**src/rtl/fsc_consts.svh**
```systemverilog
`ifndef FSC_CONSTS_SVH
`define FSC_CONSTS_SVH

// register indices; byte address on the bus is four times the index
`define FSC_IDX_KEY 16'h0084
`define FSC_IDX_CTRL 16'h0085
`define FSC_IDX_STATE 16'h0086
`define FSC_IDX_XADDR 16'h0088
`define FSC_IDX_XDATA 16'h0089
`define FSC_IDX_DIN 16'h4021
`define FSC_IDX_CR 16'h4022
`define FSC_IDX_DR 16'h4023
`define FSC_IDX_BEG 16'h4024
`define FSC_IDX_CNT 16'h4025

// flash control bits
`define FSC_B_EN 0
`define FSC_B_ERS 1
`define FSC_B_PRE 2
`define FSC_B_ERR 4
`define FSC_B_PAGE 5

// crc control bits
`define FSC_B_PNT 0
`define FSC_B_LAUNCH 1
`define FSC_B_VAL 2
`define FSC_B_INIT 3
`define FSC_B_DONE 4

`define FSC_KEY_FIRST 8'h5a
`define FSC_KEY_SECOND 8'h1f
`define FSC_CRC_POLY 16'h1021
`define FSC_CRC_ZERO 16'h0000
`define FSC_CRC_ONES 16'hffff
`define FSC_LAST_SECTOR 7'h7f
`define FSC_LAST_SECTOR_W 8'h7f
`define FSC_SECTOR_TOP 8'hff
`define FSC_SECTOR_BASE 8'h00
`define FSC_PAGE_BASE 11'h000
`define FSC_LAST_SUB 3'h7

// timing
`define FSC_CLK_KHZ 25000
`define FSC_ERASE_MIN_MS 120

`endif

```
**src/rtl/fsc_pkg.sv**
```systemverilog
package fsc_pkg;

    typedef enum logic [1:0] {
        FSC_UNL_LOCKED = 2'b00,
        FSC_UNL_WAIT2 = 2'b01,
        FSC_UNL_FROZEN = 2'b10,
        FSC_UNL_RELEASED = 2'b11
    } fsc_unlock_t;

    typedef enum logic [2:0] {
        FSC_SEQ_IDLE = 3'b000,
        FSC_SEQ_ERASE = 3'b001,
        FSC_SEQ_ERASE_WAIT = 3'b010,
        FSC_SEQ_PROG_WAIT = 3'b011,
        FSC_SEQ_RUN = 3'b100,
        FSC_SEQ_RUN_TAIL = 3'b101,
        FSC_SEQ_FINISH = 3'b110
    } fsc_seq_t;

endpackage

```
**src/rtl/fsc_top.sv**
```systemverilog
// The AHB-Lite register port was chosen for this implementation.
`timescale 1ns/100ps
`include "fsc_consts.svh"


module fsc_top import fsc_pkg::*; #(
    parameter int ERASE_CYCLES = `FSC_ERASE_MIN_MS * `FSC_CLK_KHZ
) (
    input wire logic CLK,
    input wire logic RST,
    input wire logic HSEL,
    input wire logic [31:0] HADDR,
    input wire logic [1:0] HTRANS,
    input wire logic HWRITE,
    input wire logic [2:0] HSIZE,
    input wire logic [31:0] HWDATA,
    input wire logic HREADY,
    output logic HREADYOUT,
    output logic HRESP,
    output logic [31:0] HRDATA,
    output logic [14:0] FLASH_ADDR,
    output logic [7:0] FLASH_WDATA,
    output logic FLASH_RD,
    output logic FLASH_WRITE,
    output logic FLASH_PREPROG,
    output logic FLASH_ERASE,
    input wire logic [7:0] FLASH_RDATA,
    input wire logic FLASH_DONE,
    input wire logic FLASH_FAIL
);

    localparam logic [21:0] ERASE_LOAD = 22'(ERASE_CYCLES - 1);
    // bus pipeline
    logic d_act;
    logic d_wr;
    logic [15:0] d_idx;
    logic a_phase;
    logic [7:0] wb;
    // flash control
    fsc_unlock_t unlock;
    logic page_en;
    logic prog_en;
    logic pre_en;
    logic ers_en;
    logic prog_err;
    logic armed;
    logic [14:0] xaddr;
    // crc
    logic [15:0] crc;
    logic [15:0] crc_folded;
    logic [7:0] crc_feed;
    logic byte_select_alias;
    logic crc_val;
    logic [6:0] first_sector;
    logic [6:0] sector_span;
    logic rd_valid;
    // sequencer
    fsc_seq_t seq;
    logic [21:0] ecnt;
    logic [2:0] esub;
    logic [14:0] run_addr;
    logic [14:0] run_end;
    logic [7:0] span_sum;
    logic [6:0] end_sector;
    logic run_done;
    logic key_wr;
    logic ctrl_wr;
    logic xa_wr;
    logic xd_wr;
    logic din_wr;
    logic cr_wr;
    logic dr_wr;
    logic beg_wr;
    logic cnt_wr;
    logic launch;
    logic do_erase;
    logic do_pre;
    logic do_write;
    function automatic logic wr_hit(input logic [15:0] want);
        return d_act & d_wr & (d_idx == want);
    endfunction
    // only writes that can start a long operation take the wait state
    function automatic logic stall_target(input logic [15:0] idx);
        return (idx == `FSC_IDX_XDATA) || (idx == `FSC_IDX_CR);
    endfunction
    assign a_phase = HSEL & HTRANS[1] & HREADY;
    assign wb = HWDATA[7:0];
    assign key_wr = wr_hit(`FSC_IDX_KEY);
    assign ctrl_wr = wr_hit(`FSC_IDX_CTRL);
    assign xa_wr = wr_hit(`FSC_IDX_XADDR);
    assign xd_wr = wr_hit(`FSC_IDX_XDATA);
    assign din_wr = wr_hit(`FSC_IDX_DIN);
    assign cr_wr = wr_hit(`FSC_IDX_CR);
    assign dr_wr = wr_hit(`FSC_IDX_DR);
    assign beg_wr = wr_hit(`FSC_IDX_BEG);
    assign cnt_wr = wr_hit(`FSC_IDX_CNT);
    assign launch = cr_wr & wb[`FSC_B_LAUNCH];
    // an operation runs only if armed by a control write made while released
    assign do_erase = xd_wr & armed & prog_en & ers_en & page_en;
    assign do_pre = xd_wr & armed & prog_en & pre_en & ~ers_en & page_en;
    assign do_write = xd_wr & armed & prog_en & ~ers_en & ~pre_en;
    assign span_sum = {1'b0, first_sector} + {1'b0, sector_span};
    assign end_sector = (span_sum > `FSC_LAST_SECTOR_W) ? `FSC_LAST_SECTOR
                                                        : span_sum[6:0];
    assign run_done = (seq != FSC_SEQ_RUN) && (seq != FSC_SEQ_RUN_TAIL);
    assign crc_feed = rd_valid ? FLASH_RDATA : wb;
    fsc_crc_byte u_crc (
        .crc_in(crc),
        .data(crc_feed),
        .crc_out(crc_folded)
    );
    always_ff @(posedge CLK or posedge RST) begin
        if (RST) begin
            d_act <= 1'b0;
            d_wr <= 1'b0;
            d_idx <= 16'h0000;
        end else begin
            d_act <= a_phase;
            if (a_phase) begin
                d_wr <= HWRITE;
                d_idx <= HADDR[17:2];
            end
        end
    end

    function automatic logic [31:0] rd_word(input logic [15:0] idx);
        logic [31:0] r;
        r = 32'h0000_0000;
        unique case (idx)
            `FSC_IDX_CTRL: r[5:0] = {page_en, prog_err, 1'b0, pre_en, ers_en, prog_en};
            `FSC_IDX_STATE: r[1:0] = unlock;
            `FSC_IDX_XADDR: r[14:0] = xaddr;
            `FSC_IDX_CR: r[4:0] = {run_done, 1'b0, crc_val, 1'b0, byte_select_alias};
            `FSC_IDX_DR: r[7:0] = byte_select_alias ? crc[15:8] : crc[7:0];
            `FSC_IDX_BEG: r[6:0] = first_sector;
            `FSC_IDX_CNT: r[6:0] = sector_span;
            default: r = 32'h0000_0000;
        endcase
        return r;
    endfunction
    always_ff @(posedge CLK or posedge RST) begin
        if (RST) begin
            HRDATA <= 32'h0000_0000;
            HRESP <= 1'b0;
        end else begin
            HRESP <= 1'b0;
            if (a_phase && !HWRITE) begin
                HRDATA <= rd_word(HADDR[17:2]);
            end
        end
    end
    // key sequence state
    always_ff @(posedge CLK or posedge RST) begin
        if (RST) begin
            unlock <= FSC_UNL_LOCKED;
        end else if (key_wr) begin
            unique case (unlock)
                FSC_UNL_LOCKED: unlock <= (wb == `FSC_KEY_FIRST) ? FSC_UNL_WAIT2
                                                                 : FSC_UNL_FROZEN;
                FSC_UNL_WAIT2: unlock <= (wb == `FSC_KEY_SECOND) ? FSC_UNL_RELEASED
                                                                 : FSC_UNL_FROZEN;
                FSC_UNL_FROZEN: unlock <= FSC_UNL_FROZEN;
                FSC_UNL_RELEASED: unlock <= FSC_UNL_FROZEN;
            endcase
        end else if (ctrl_wr && unlock == FSC_UNL_RELEASED) begin
            unlock <= FSC_UNL_LOCKED;
        end
    end
    // control bits, arming and error flag
    always_ff @(posedge CLK or posedge RST) begin
        if (RST) begin
            page_en <= 1'b0;
            prog_en <= 1'b0;
            pre_en <= 1'b0;
            ers_en <= 1'b0;
            armed <= 1'b0;
        end else if (ctrl_wr) begin
            page_en <= wb[`FSC_B_PAGE];
            prog_en <= wb[`FSC_B_EN];
            pre_en <= wb[`FSC_B_PRE];
            ers_en <= wb[`FSC_B_ERS];
            armed <= (unlock == FSC_UNL_RELEASED);
        end else if (seq == FSC_SEQ_FINISH) begin
            armed <= 1'b0;
        end
    end

    always_ff @(posedge CLK or posedge RST) begin
        if (RST) begin
            prog_err <= 1'b0;
        end else if (seq == FSC_SEQ_PROG_WAIT && FLASH_DONE) begin
            prog_err <= FLASH_FAIL;
        end
    end

    always_ff @(posedge CLK or posedge RST) begin
        if (RST) begin
            xaddr <= 15'h0000;
        end else if (xa_wr) begin
            xaddr <= HWDATA[14:0];
        end
    end

    // crc control and sector range
    always_ff @(posedge CLK or posedge RST) begin
        if (RST) begin
            byte_select_alias <= 1'b0;
            crc_val <= 1'b0;
            first_sector <= 7'h00;
            sector_span <= 7'h00;
        end else begin
            if (cr_wr) begin
                byte_select_alias <= wb[`FSC_B_PNT];
                crc_val <= wb[`FSC_B_VAL];
            end
            if (beg_wr) begin
                first_sector <= wb[6:0];
            end
            if (cnt_wr) begin
                sector_span <= wb[6:0];
            end
        end
    end

    // running result; the bus is stalled during a run, so sources never collide
    always_ff @(posedge CLK or posedge RST) begin
        if (RST) begin
            crc <= `FSC_CRC_ZERO;
        end else if (cr_wr && wb[`FSC_B_INIT]) begin
            crc <= wb[`FSC_B_VAL] ? `FSC_CRC_ONES : `FSC_CRC_ZERO;
        end else if (dr_wr) begin
            if (byte_select_alias) begin
                crc[15:8] <= wb;
            end else begin
                crc[7:0] <= wb;
            end
        end else if (din_wr || rd_valid) begin
            crc <= crc_folded;
        end
    end

    always_ff @(posedge CLK or posedge RST) begin
        if (RST) begin
            rd_valid <= 1'b0;
        end else begin
            rd_valid <= FLASH_RD;
        end
    end

    // sequencer: flash operations, sector runs and the bus wait state
    always_ff @(posedge CLK or posedge RST) begin
        if (RST) begin
            seq <= FSC_SEQ_IDLE;
            HREADYOUT <= 1'b1;
            FLASH_ADDR <= 15'h0000;
            FLASH_WDATA <= 8'h00;
            FLASH_RD <= 1'b0;
            FLASH_WRITE <= 1'b0;
            FLASH_PREPROG <= 1'b0;
            FLASH_ERASE <= 1'b0;
            ecnt <= 22'h000000;
            esub <= 3'h0;
            run_addr <= 15'h0000;
            run_end <= 15'h0000;
        end else begin
            FLASH_WRITE <= 1'b0;
            FLASH_PREPROG <= 1'b0;
            FLASH_ERASE <= 1'b0;
            FLASH_RD <= 1'b0;
            unique case (seq)
                FSC_SEQ_IDLE: begin
                    HREADYOUT <= !(a_phase && HWRITE && stall_target(HADDR[17:2]));
                    if (do_erase) begin
                        HREADYOUT <= 1'b0;
                        esub <= 3'h0;
                        seq <= FSC_SEQ_ERASE;
                    end else if (do_pre) begin
                        HREADYOUT <= 1'b0;
                        FLASH_ADDR <= {xaddr[14:11], `FSC_PAGE_BASE};
                        FLASH_PREPROG <= 1'b1;
                        seq <= FSC_SEQ_PROG_WAIT;
                    end else if (do_write) begin
                        HREADYOUT <= 1'b0;
                        FLASH_ADDR <= xaddr;
                        FLASH_WDATA <= wb;
                        FLASH_WRITE <= 1'b1;
                        seq <= FSC_SEQ_PROG_WAIT;
                    end else if (launch) begin
                        HREADYOUT <= 1'b0;
                        run_addr <= {first_sector, `FSC_SECTOR_BASE};
                        run_end <= {end_sector, `FSC_SECTOR_TOP};
                        seq <= FSC_SEQ_RUN;
                    end
                end
                FSC_SEQ_ERASE: begin
                    // a page goes sector by sector so the device's last sector, 7f, can be skipped
                    FLASH_ADDR <= {xaddr[14:11], esub, `FSC_SECTOR_BASE};
                    FLASH_ERASE <= ({xaddr[14:11], esub} != `FSC_LAST_SECTOR);
                    esub <= esub + 3'h1;
                    if (esub == `FSC_LAST_SUB) begin
                        ecnt <= ERASE_LOAD;
                        seq <= FSC_SEQ_ERASE_WAIT;
                    end
                end
                FSC_SEQ_ERASE_WAIT: begin
                    ecnt <= ecnt - 22'h000001;
                    if (ecnt == 22'h000000) begin
                        seq <= FSC_SEQ_FINISH;
                    end
                end
                FSC_SEQ_PROG_WAIT: begin
                    if (FLASH_DONE) begin
                        seq <= FSC_SEQ_FINISH;
                    end
                end
                FSC_SEQ_RUN: begin
                    FLASH_RD <= 1'b1;
                    FLASH_ADDR <= run_addr;
                    run_addr <= run_addr + 15'h0001;
                    if (run_addr == run_end) begin
                        seq <= FSC_SEQ_RUN_TAIL;
                    end
                end
                FSC_SEQ_RUN_TAIL: begin
                    // last byte still in flight from the array
                    seq <= FSC_SEQ_FINISH;
                end
                FSC_SEQ_FINISH: begin
                    HREADYOUT <= 1'b1;
                    seq <= FSC_SEQ_IDLE;
                end
                default: begin
                    HREADYOUT <= 1'b1;
                    seq <= FSC_SEQ_IDLE;
                end
            endcase
        end
    end

endmodule

```
**src/rtl/fsc_crc_byte.sv**
```systemverilog
`timescale 1ns/100ps
`include "fsc_consts.svh"

module fsc_crc_byte import fsc_pkg::*; (
    input wire logic [15:0] crc_in,
    input wire logic [7:0] data,
    output logic [15:0] crc_out
);

    // whole byte folded in one combinational pass, msb first, no reflection
    function automatic logic [15:0] fold(input logic [15:0] c, input logic [7:0] d);
        logic [15:0] r;
        logic fb;
        r = c;
        for (int i = 7; i >= 0; i--) begin
            fb = r[15] ^ d[i];
            r = {r[14:0], 1'b0} ^ (fb ? `FSC_CRC_POLY : `FSC_CRC_ZERO);
        end
        return r;
    endfunction

    assign crc_out = fold(crc_in, data);

endmodule

```
**config.mk**
```make
export PLATFORM = sky130hd
export DESIGN_NAME = fsc_top
export DESIGN_NICKNAME = d
export VERILOG_FILES = /design/src/rtl/fsc_pkg.sv /design/src/rtl/fsc_top.sv /design/src/rtl/fsc_crc_byte.sv
export VERILOG_INCLUDE_DIRS = /design/src /design/src/rtl
export SDC_FILE = /design/constraint.sdc
export NUM_CORES = 1
export LEC_CHECK = 0
export BUFFER_PORTS_ARGS = -buffer_cell sky130_fd_sc_hd__buf_2
export CAP_MARGIN = 20
export CORE_ASPECT_RATIO = 2
export CORE_UTILIZATION = 52
export CTS_CLUSTER_DIAMETER = 80
export DETAILED_ROUTE_END_ITERATION = 16
export HOLD_SLACK_MARGIN = 0.06
export PLACE_DENSITY = 0.77
export SETUP_SLACK_MARGIN = 0.15
export SYNTH_ARGS = -nofsm -noshare
export SYNTH_HDL_FRONTEND = slang
export SYNTH_HIERARCHICAL = 1
export SYNTH_SLANG_ARGS = --single-unit
```
**constraint.sdc**
```tcl
create_clock -name CLK -period 5.1 [get_ports CLK]
set_input_delay 0.255 -clock CLK [delete_from_list [all_inputs] [get_ports CLK]]
set_output_delay 0.255 -clock CLK [all_outputs]
set_load 0.01 [all_outputs]
```
==> results of run 1 <==
[stage by stage]
step	hold WS, ns	power, uW	area (um^2)	std cells
2_1_floorplan	0.372	3230	9410	932
3_3_place_gp	0.443	3590	9840	1169
3_5_place_dp	0.446	3640	9840	1169
4_1_cts	0.0660	5050	10500	1206
5_1_grt	0.0692	5320	10600	1211
6_report	0.0720	5070	10600	1211
[sequential cells by signal, summed over array words and instances, names as in the netlist, 2 cells and up]
name and flops:
d_idx 16, ecnt 22, first_sector 7, crc 16, HRDATA 15, FLASH_WDATA 8
xaddr 15, seq 3, run_end 8, esub 3, sector_span 7, FLASH_ADDR 15
unlock 2, run_addr 15
[repair_timing]
action,in CTS,in global routing
hold buffers,5,1
endpoints found under the setup margin,0,0
hold endpoints to repair,5,10
buffers inserted,0,0
[worst max-delay path, delay by kind of cell, from the launching register on]
family / cells / cell delay (ns)
DFF: 1 / 0.60
AOI/OAI and AO/OA: 2 / 0.46
buffers and inverters: 1 / 0.68
and+or+nand+nor: 4 / 1.16
[cell type report]
cell class | count | share of cell area (%)
Sequential cell | 168 | 39.7
Multi-Input combinational cell | 666 | 45.0
Clock buffer | 19 | 4.18
Tap cell | 213 | 2.52
Clock inverter | 13 | 1.82
Timing Repair Buffer | 106 | 5.85
Inverter | 26 | 0.969
[power breakdown]
part / internal (uW) / total [uW] / switching (uW)
Sequential: 1600 / 1930 / 335
Clock: 840 / 1400 / 563
Combinational: 918 / 1740 / 821
[final timing paths]
| check | start | end | cells after the start |
|---|---|---|---|
| max reg2reg | seq[1] | run_addr[12] | 7 |
| max in group asynchronous | RST | run_addr[7] | 4 |
| min in group asynchronous | RST | FLASH_ADDR[5] | 3 |
| min reg2reg | FLASH_ADDR[6] | FLASH_ADDR[6] | 2 |
| max | seq[1] | run_addr[12] | 7 |
| min | HWRITE | d_wr | 3 |
[synthesized netlist by cell type, drive strengths merged, types with 23 or more instances]
| library cell | number | area share, % |
|---|---|---|
| xnor2 | 25 | 2.8 |
| nand3 | 31 | 1.7 |
| nand2 | 77 | 3.1 |
| dfrtp | 167 | 45 |
| o21ai | 56 | 3.0 |
| o31ai | 23 | 1.8 |
| clkbuf | 43 | 1.7 |
| mux2 | 87 | 10 |
| inv | 26 | 1.0 |
| a21oi | 36 | 2.0 |
| buf | 29 | 2.0 |
| nor2 | 51 | 2.0 |
[cell families (layout without fill, tap and decap cells)]
family          count (synthesis)  after routing  synth area share [%]
fa+ha+maj                      12             12                  1.69
flops                         168            168                  45.0
simple gates                  290            290                  16.4
xor+xnor                       43             43                  5.89
compound gates                208            208                  14.9
buf+inv                        98            164                  4.78
mux                            95             95                  11.3
other cells                     1             18                0.0401
[layer usage]
layer / vias up / track usage [%] / part of all wire, %
met3: 113 / 4.53 / 5.3
met4: 0 / 22.1 / 7.5
met5: - / 0 / 0
met1: 3735 / 28.5 / 34
li1: 3491 / - / -
met2: 332 / 51.7 / 54
==> flow_summary.yaml, run 1 <==
pwr:
  max-vdd-ir-drop_mv: 0.343
  power.density_nw_per_um2: 479
  leakagePower_uw: 0.00457
placed_design:
  routabilityCongestion: 0.958
  place_ws_ns: 2.13
  numPortBuffers: 89
  hpwl_um: 18800
timing:
  report.final.setup_viol: 0
  tightest_slew_ns: 0.956
  fin_skew_ns: 0.0105
  slew_violations: 0
  max_freq_mhz: 329
  finalHoldViolCount: 0
  fin_crit_sh_pct: 59.5
  tns_ns: 0
  fin_crit_ns: 3.04
  max-slew-margin-rel_pct: 36.3
  setup_slack_ns: 2.06
  rsz0062_at_grt: "no"
global_routing:
  grt_use_total_pct: 28.4
  gr-total-overflow: 0
  grt_pass1_vias: 7651
  grt_max_degree: 115
  grt_pass1_wl_um: 40500
  antenna_found_initial: 0
run_status:
  status: "completed"
drt:
  drt_iter0_drc: 468
  drc: 0
  wl_per_cell_um: 21.4
  vias: 7671
  viasPerCell: 6.33
  firstDrtPassIters: 5
  finalWirelength_um: 25900
  ant_nets: 0
setup_path:
  end_kind: "flop"
  cp_slowest_cell: "inv_1"
  cp_slowest_stage_delay_ns: 0.68
  cp-start-kind: "flop"
  r2r_slack_ns: 2.06
  cpMostUsedCell: "nor2_1"
  path_cells: "nor2_1 > nand2_1 > inv_1 > nand3_1 > o21ai_0 > nor2_1 > a211o_1"
  crit_arrival_ns: 3.36
  crit_fanout: 22
  crit_type: "flop to flop"
  worstPathRequired_ns: 5.42
floorplan:
  io_pins: 145
  die_h_um: 192
  start_util_pct: 52.8
  rows: 69
  core_area_um2: 17700
  die_x_um: 96.8
  dieArea_um2: 18500
cells_and_area:
  diodes: 0
  multi_input_area_um2: 4760
  final_cell_mix: "167 x dfrtp_1, 89 x buf_2, 87 x mux2_2, 77 x nand2_1, 56 x o21ai_0"
  layout-area-overhead-vs-synth_pct: 13.4
  final-seq-area_um2: 4210
  utilization_pct: 59.9
  final_common_cell: "dfrtp_1"
  drive_above_1_share_pct: 23.9
  final_nets: 1081
  fillCellCount: 1470
logic_synthesis:
  synth_edf_count: 0
  synth_seq_cells: 168
  ys.flop_type: "dfrtp_1"
  synth_cell_type_count: 76
  synth_warnings: 6
  syn_inst: 915
  syn_area_um2: 9340
  syn-mean-instance-area_um2: 10.2
  async_reset_ff_share_pct: 100
  synth.yosys.seq_area_share_pct: 45.0
clock_tree:
  cts_buffers: 17
  insertion_delay_ns: 0.44
  root_buffer: "clkbuf_16"
  clk_pin_slew_ns: 0.07
  htreeDepth: 4
  clockBufferDepth: 2
  clock_sinks: 168
  cts_resized: 0
  cts_tree: "built"
run:
  cap_violations: 0
min_path:
  min_path_type: "input pin to flop"
No activity file was read; power rests on OpenSTA's default activity.
==> run 2: changes to the inputs <==
Settings changed: CORE_UTILIZATION 52 to 58, PLACE_DENSITY 0.77 to 0.81.
Clock period 5.1 ns to 2.85 ns, I/O delays scaled along.
==> flow_summary.yaml, run 2 (synthesis results as in run 1) <==
run_status:
  status: "completed"
pwr:
  p_sw_share_pct: 34.5
  power.internal_uw: 5980
  power.density_nw_per_um2: 834
  p_sw_uw: 3150
  pwr-share-seq_pct: 37.5
  max-vdd-ir-drop_mv: 0.704
  leakagePower_uw: 0.00476
  p_clk_share_pct: 26.4
  pwr-share-comb_pct: 36.0
setup_path:
  r2r_slack_ns: 0.23
  worstPathRequired_ns: 3.15
  crit_arrival_ns: 2.92
  crit_start: "d_idx[15]"
  timing.rr.start: "d_idx[15]"
  crit_fanout: 7
  end_kind: "flop"
  crit_type: "flop to flop"
  cp-start-kind: "flop"
cells_and_area:
  regMostFlops: "ecnt"
  final_common_cell: "dfrtp_1"
  drive_above_1_share_pct: 25.6
  largest_reg_flops: 22
  final_nets: 1125
  layout-area-overhead-vs-synth_pct: 17.1
  final_cell_mix: "167 x dfrtp_1, 89 x buf_2, 87 x mux2_2, 77 x nand2_1, 56 x o21ai_0"
  reg_top3: "ecnt: 22 flops, crc: 16 flops, d_idx: 16 flops"
  fillCellCount: 1231
global_routing:
  grt_pass1_wl_um: 43300
  grt_use_total_pct: 34.2
  gr-total-overflow: 0
  grt_max_degree: 60
  grt_pass1_vias: 8215
  antenna_found_initial: 1
clock_tree:
  clockBufferDepth: 2
  cts_tree: "built"
  cts_buffers: 17
  insertion_delay_ns: 0.43
  clk_pin_slew_ns: 0.07
  clock_sinks: 168
  post_cts_buffers: 0
  root_buffer: "clkbuf_16"
  htreeDepth: 4
floorplan:
  die_x_um: 91.7
  core_area_um2: 15800
  dieArea_um2: 16700
  die_h_um: 181
  rows: 65
  start_util_pct: 59.2
  io_pins: 145
timing:
  slew_violations: 0
  fin_crit_ns: 2.62
  max_freq_mhz: 381
  finalHoldViolCount: 0
  fin_crit_sh_pct: 92.1
  fin_skew_ns: 0.00897
  max-slew-margin-rel_pct: 45.9
  tightest_slew_ns: 0.809
  setup_slack_ns: 0.226
  report.final.setup_viol: 0
  tns_ns: 0
  rsz0062_at_grt: "no"
min_path:
  min_from: "HWDATA[4]"
  min_path_type: "input pin to flop"
drt:
  drt_iter0_drc: 676
  finalWirelength_um: 27400
  vias: 8091
  viasPerCell: 6.50
  drc: 0
  firstDrtPassIters: 5
  ant_nets: 0
  wl_per_cell_um: 22.0
placed_design:
  place_ws_ns: 0.177
  routabilityCongestion: 0.983
  hpwl_um: 19300
  numPortBuffers: 89
run:
  cap_violations: 0
==> run 2: worst paths after layout <==
kind	endpoint	cells after the start
min in group asynchronous	FLASH_ADDR[14]	3
min	xaddr[4]	3
min reg2reg	HRDATA[9]	2
max reg2reg	run_end[14]	6
max in group asynchronous	ecnt[2]	4
max	run_end[14]	6
==> run 2: stage by stage <==
step | cell area [um^2] | instances | util (%) | hold slack (ns) | power [uW]
after floorplan | 9410 | 932 | - | 0.259 | 5780
after global placement | 10100 | 1186 | 63.8 | 0.246 | 6510
after detailed placement | 10100 | 1186 | 63.8 | 0.245 | 6650
after CTS | 10900 | 1243 | 69.2 | 0.0660 | 9090
after global routing | 10900 | 1244 | 69.3 | 0.0668 | 9610
final | 10900 | 1244 | 69.3 | 0.0842 | 9130
==> run 2: power by group through the flow <==
stage	Sequential [uW]	Combinational, uW	Clock (uW)
final	3430	3290	2410
after detailed placement	3440	3200	0
after global placement	3410	3100	0
after global routing	3480	3600	2530
after floorplan	3260	2520	0
after CTS	3410	3260	2420
==> run 2: metal layers <==
layer  part of all wire (%)  track usage (%)
met2                     53             60.9
met5                      0                0
met1                     33             34.7
met4                    7.9             25.8
met3                    5.9             6.53
==> run 2: worst max-delay path, cell delays in order (launching register included) <==
cell and delay, ns:
dfrtp_1 0.39, or4b_2 0.76, nor4_2 0.39, nand4_1 0.31, a2111oi_2 0.36, buf_4 0.21
a21oi_1 0.07
==> run 2: final cells by class <==
| type | count | area, um^2 | share of cell area (%) |
|---|---|---|---|
| clock inverters | 13 | 169 | 1.54 |
| well taps | 201 | 251 | 2.30 |
| repair buffers | 150 | 991 | 9.06 |
| multi-input cells | 666 | 4770 | 43.7 |
| flip-flops and latches | 168 | 4210 | 38.4 |
| inverters | 26 | 101 | 0.927 |
| clock buffers | 19 | 443 | 4.05 |
| diodes | 1 | 2.50 | 0.0229 |
==> run 2: repair_timing <==
| action | in CTS | in global routing |
|---|---|---|
| endpoints found under the hold margin | 47 | 0 |
| hold buffers | 25 | 0 |
| setup endpoints to repair | 6 | 16 |
| gates resized for setup | 1 | 2 |
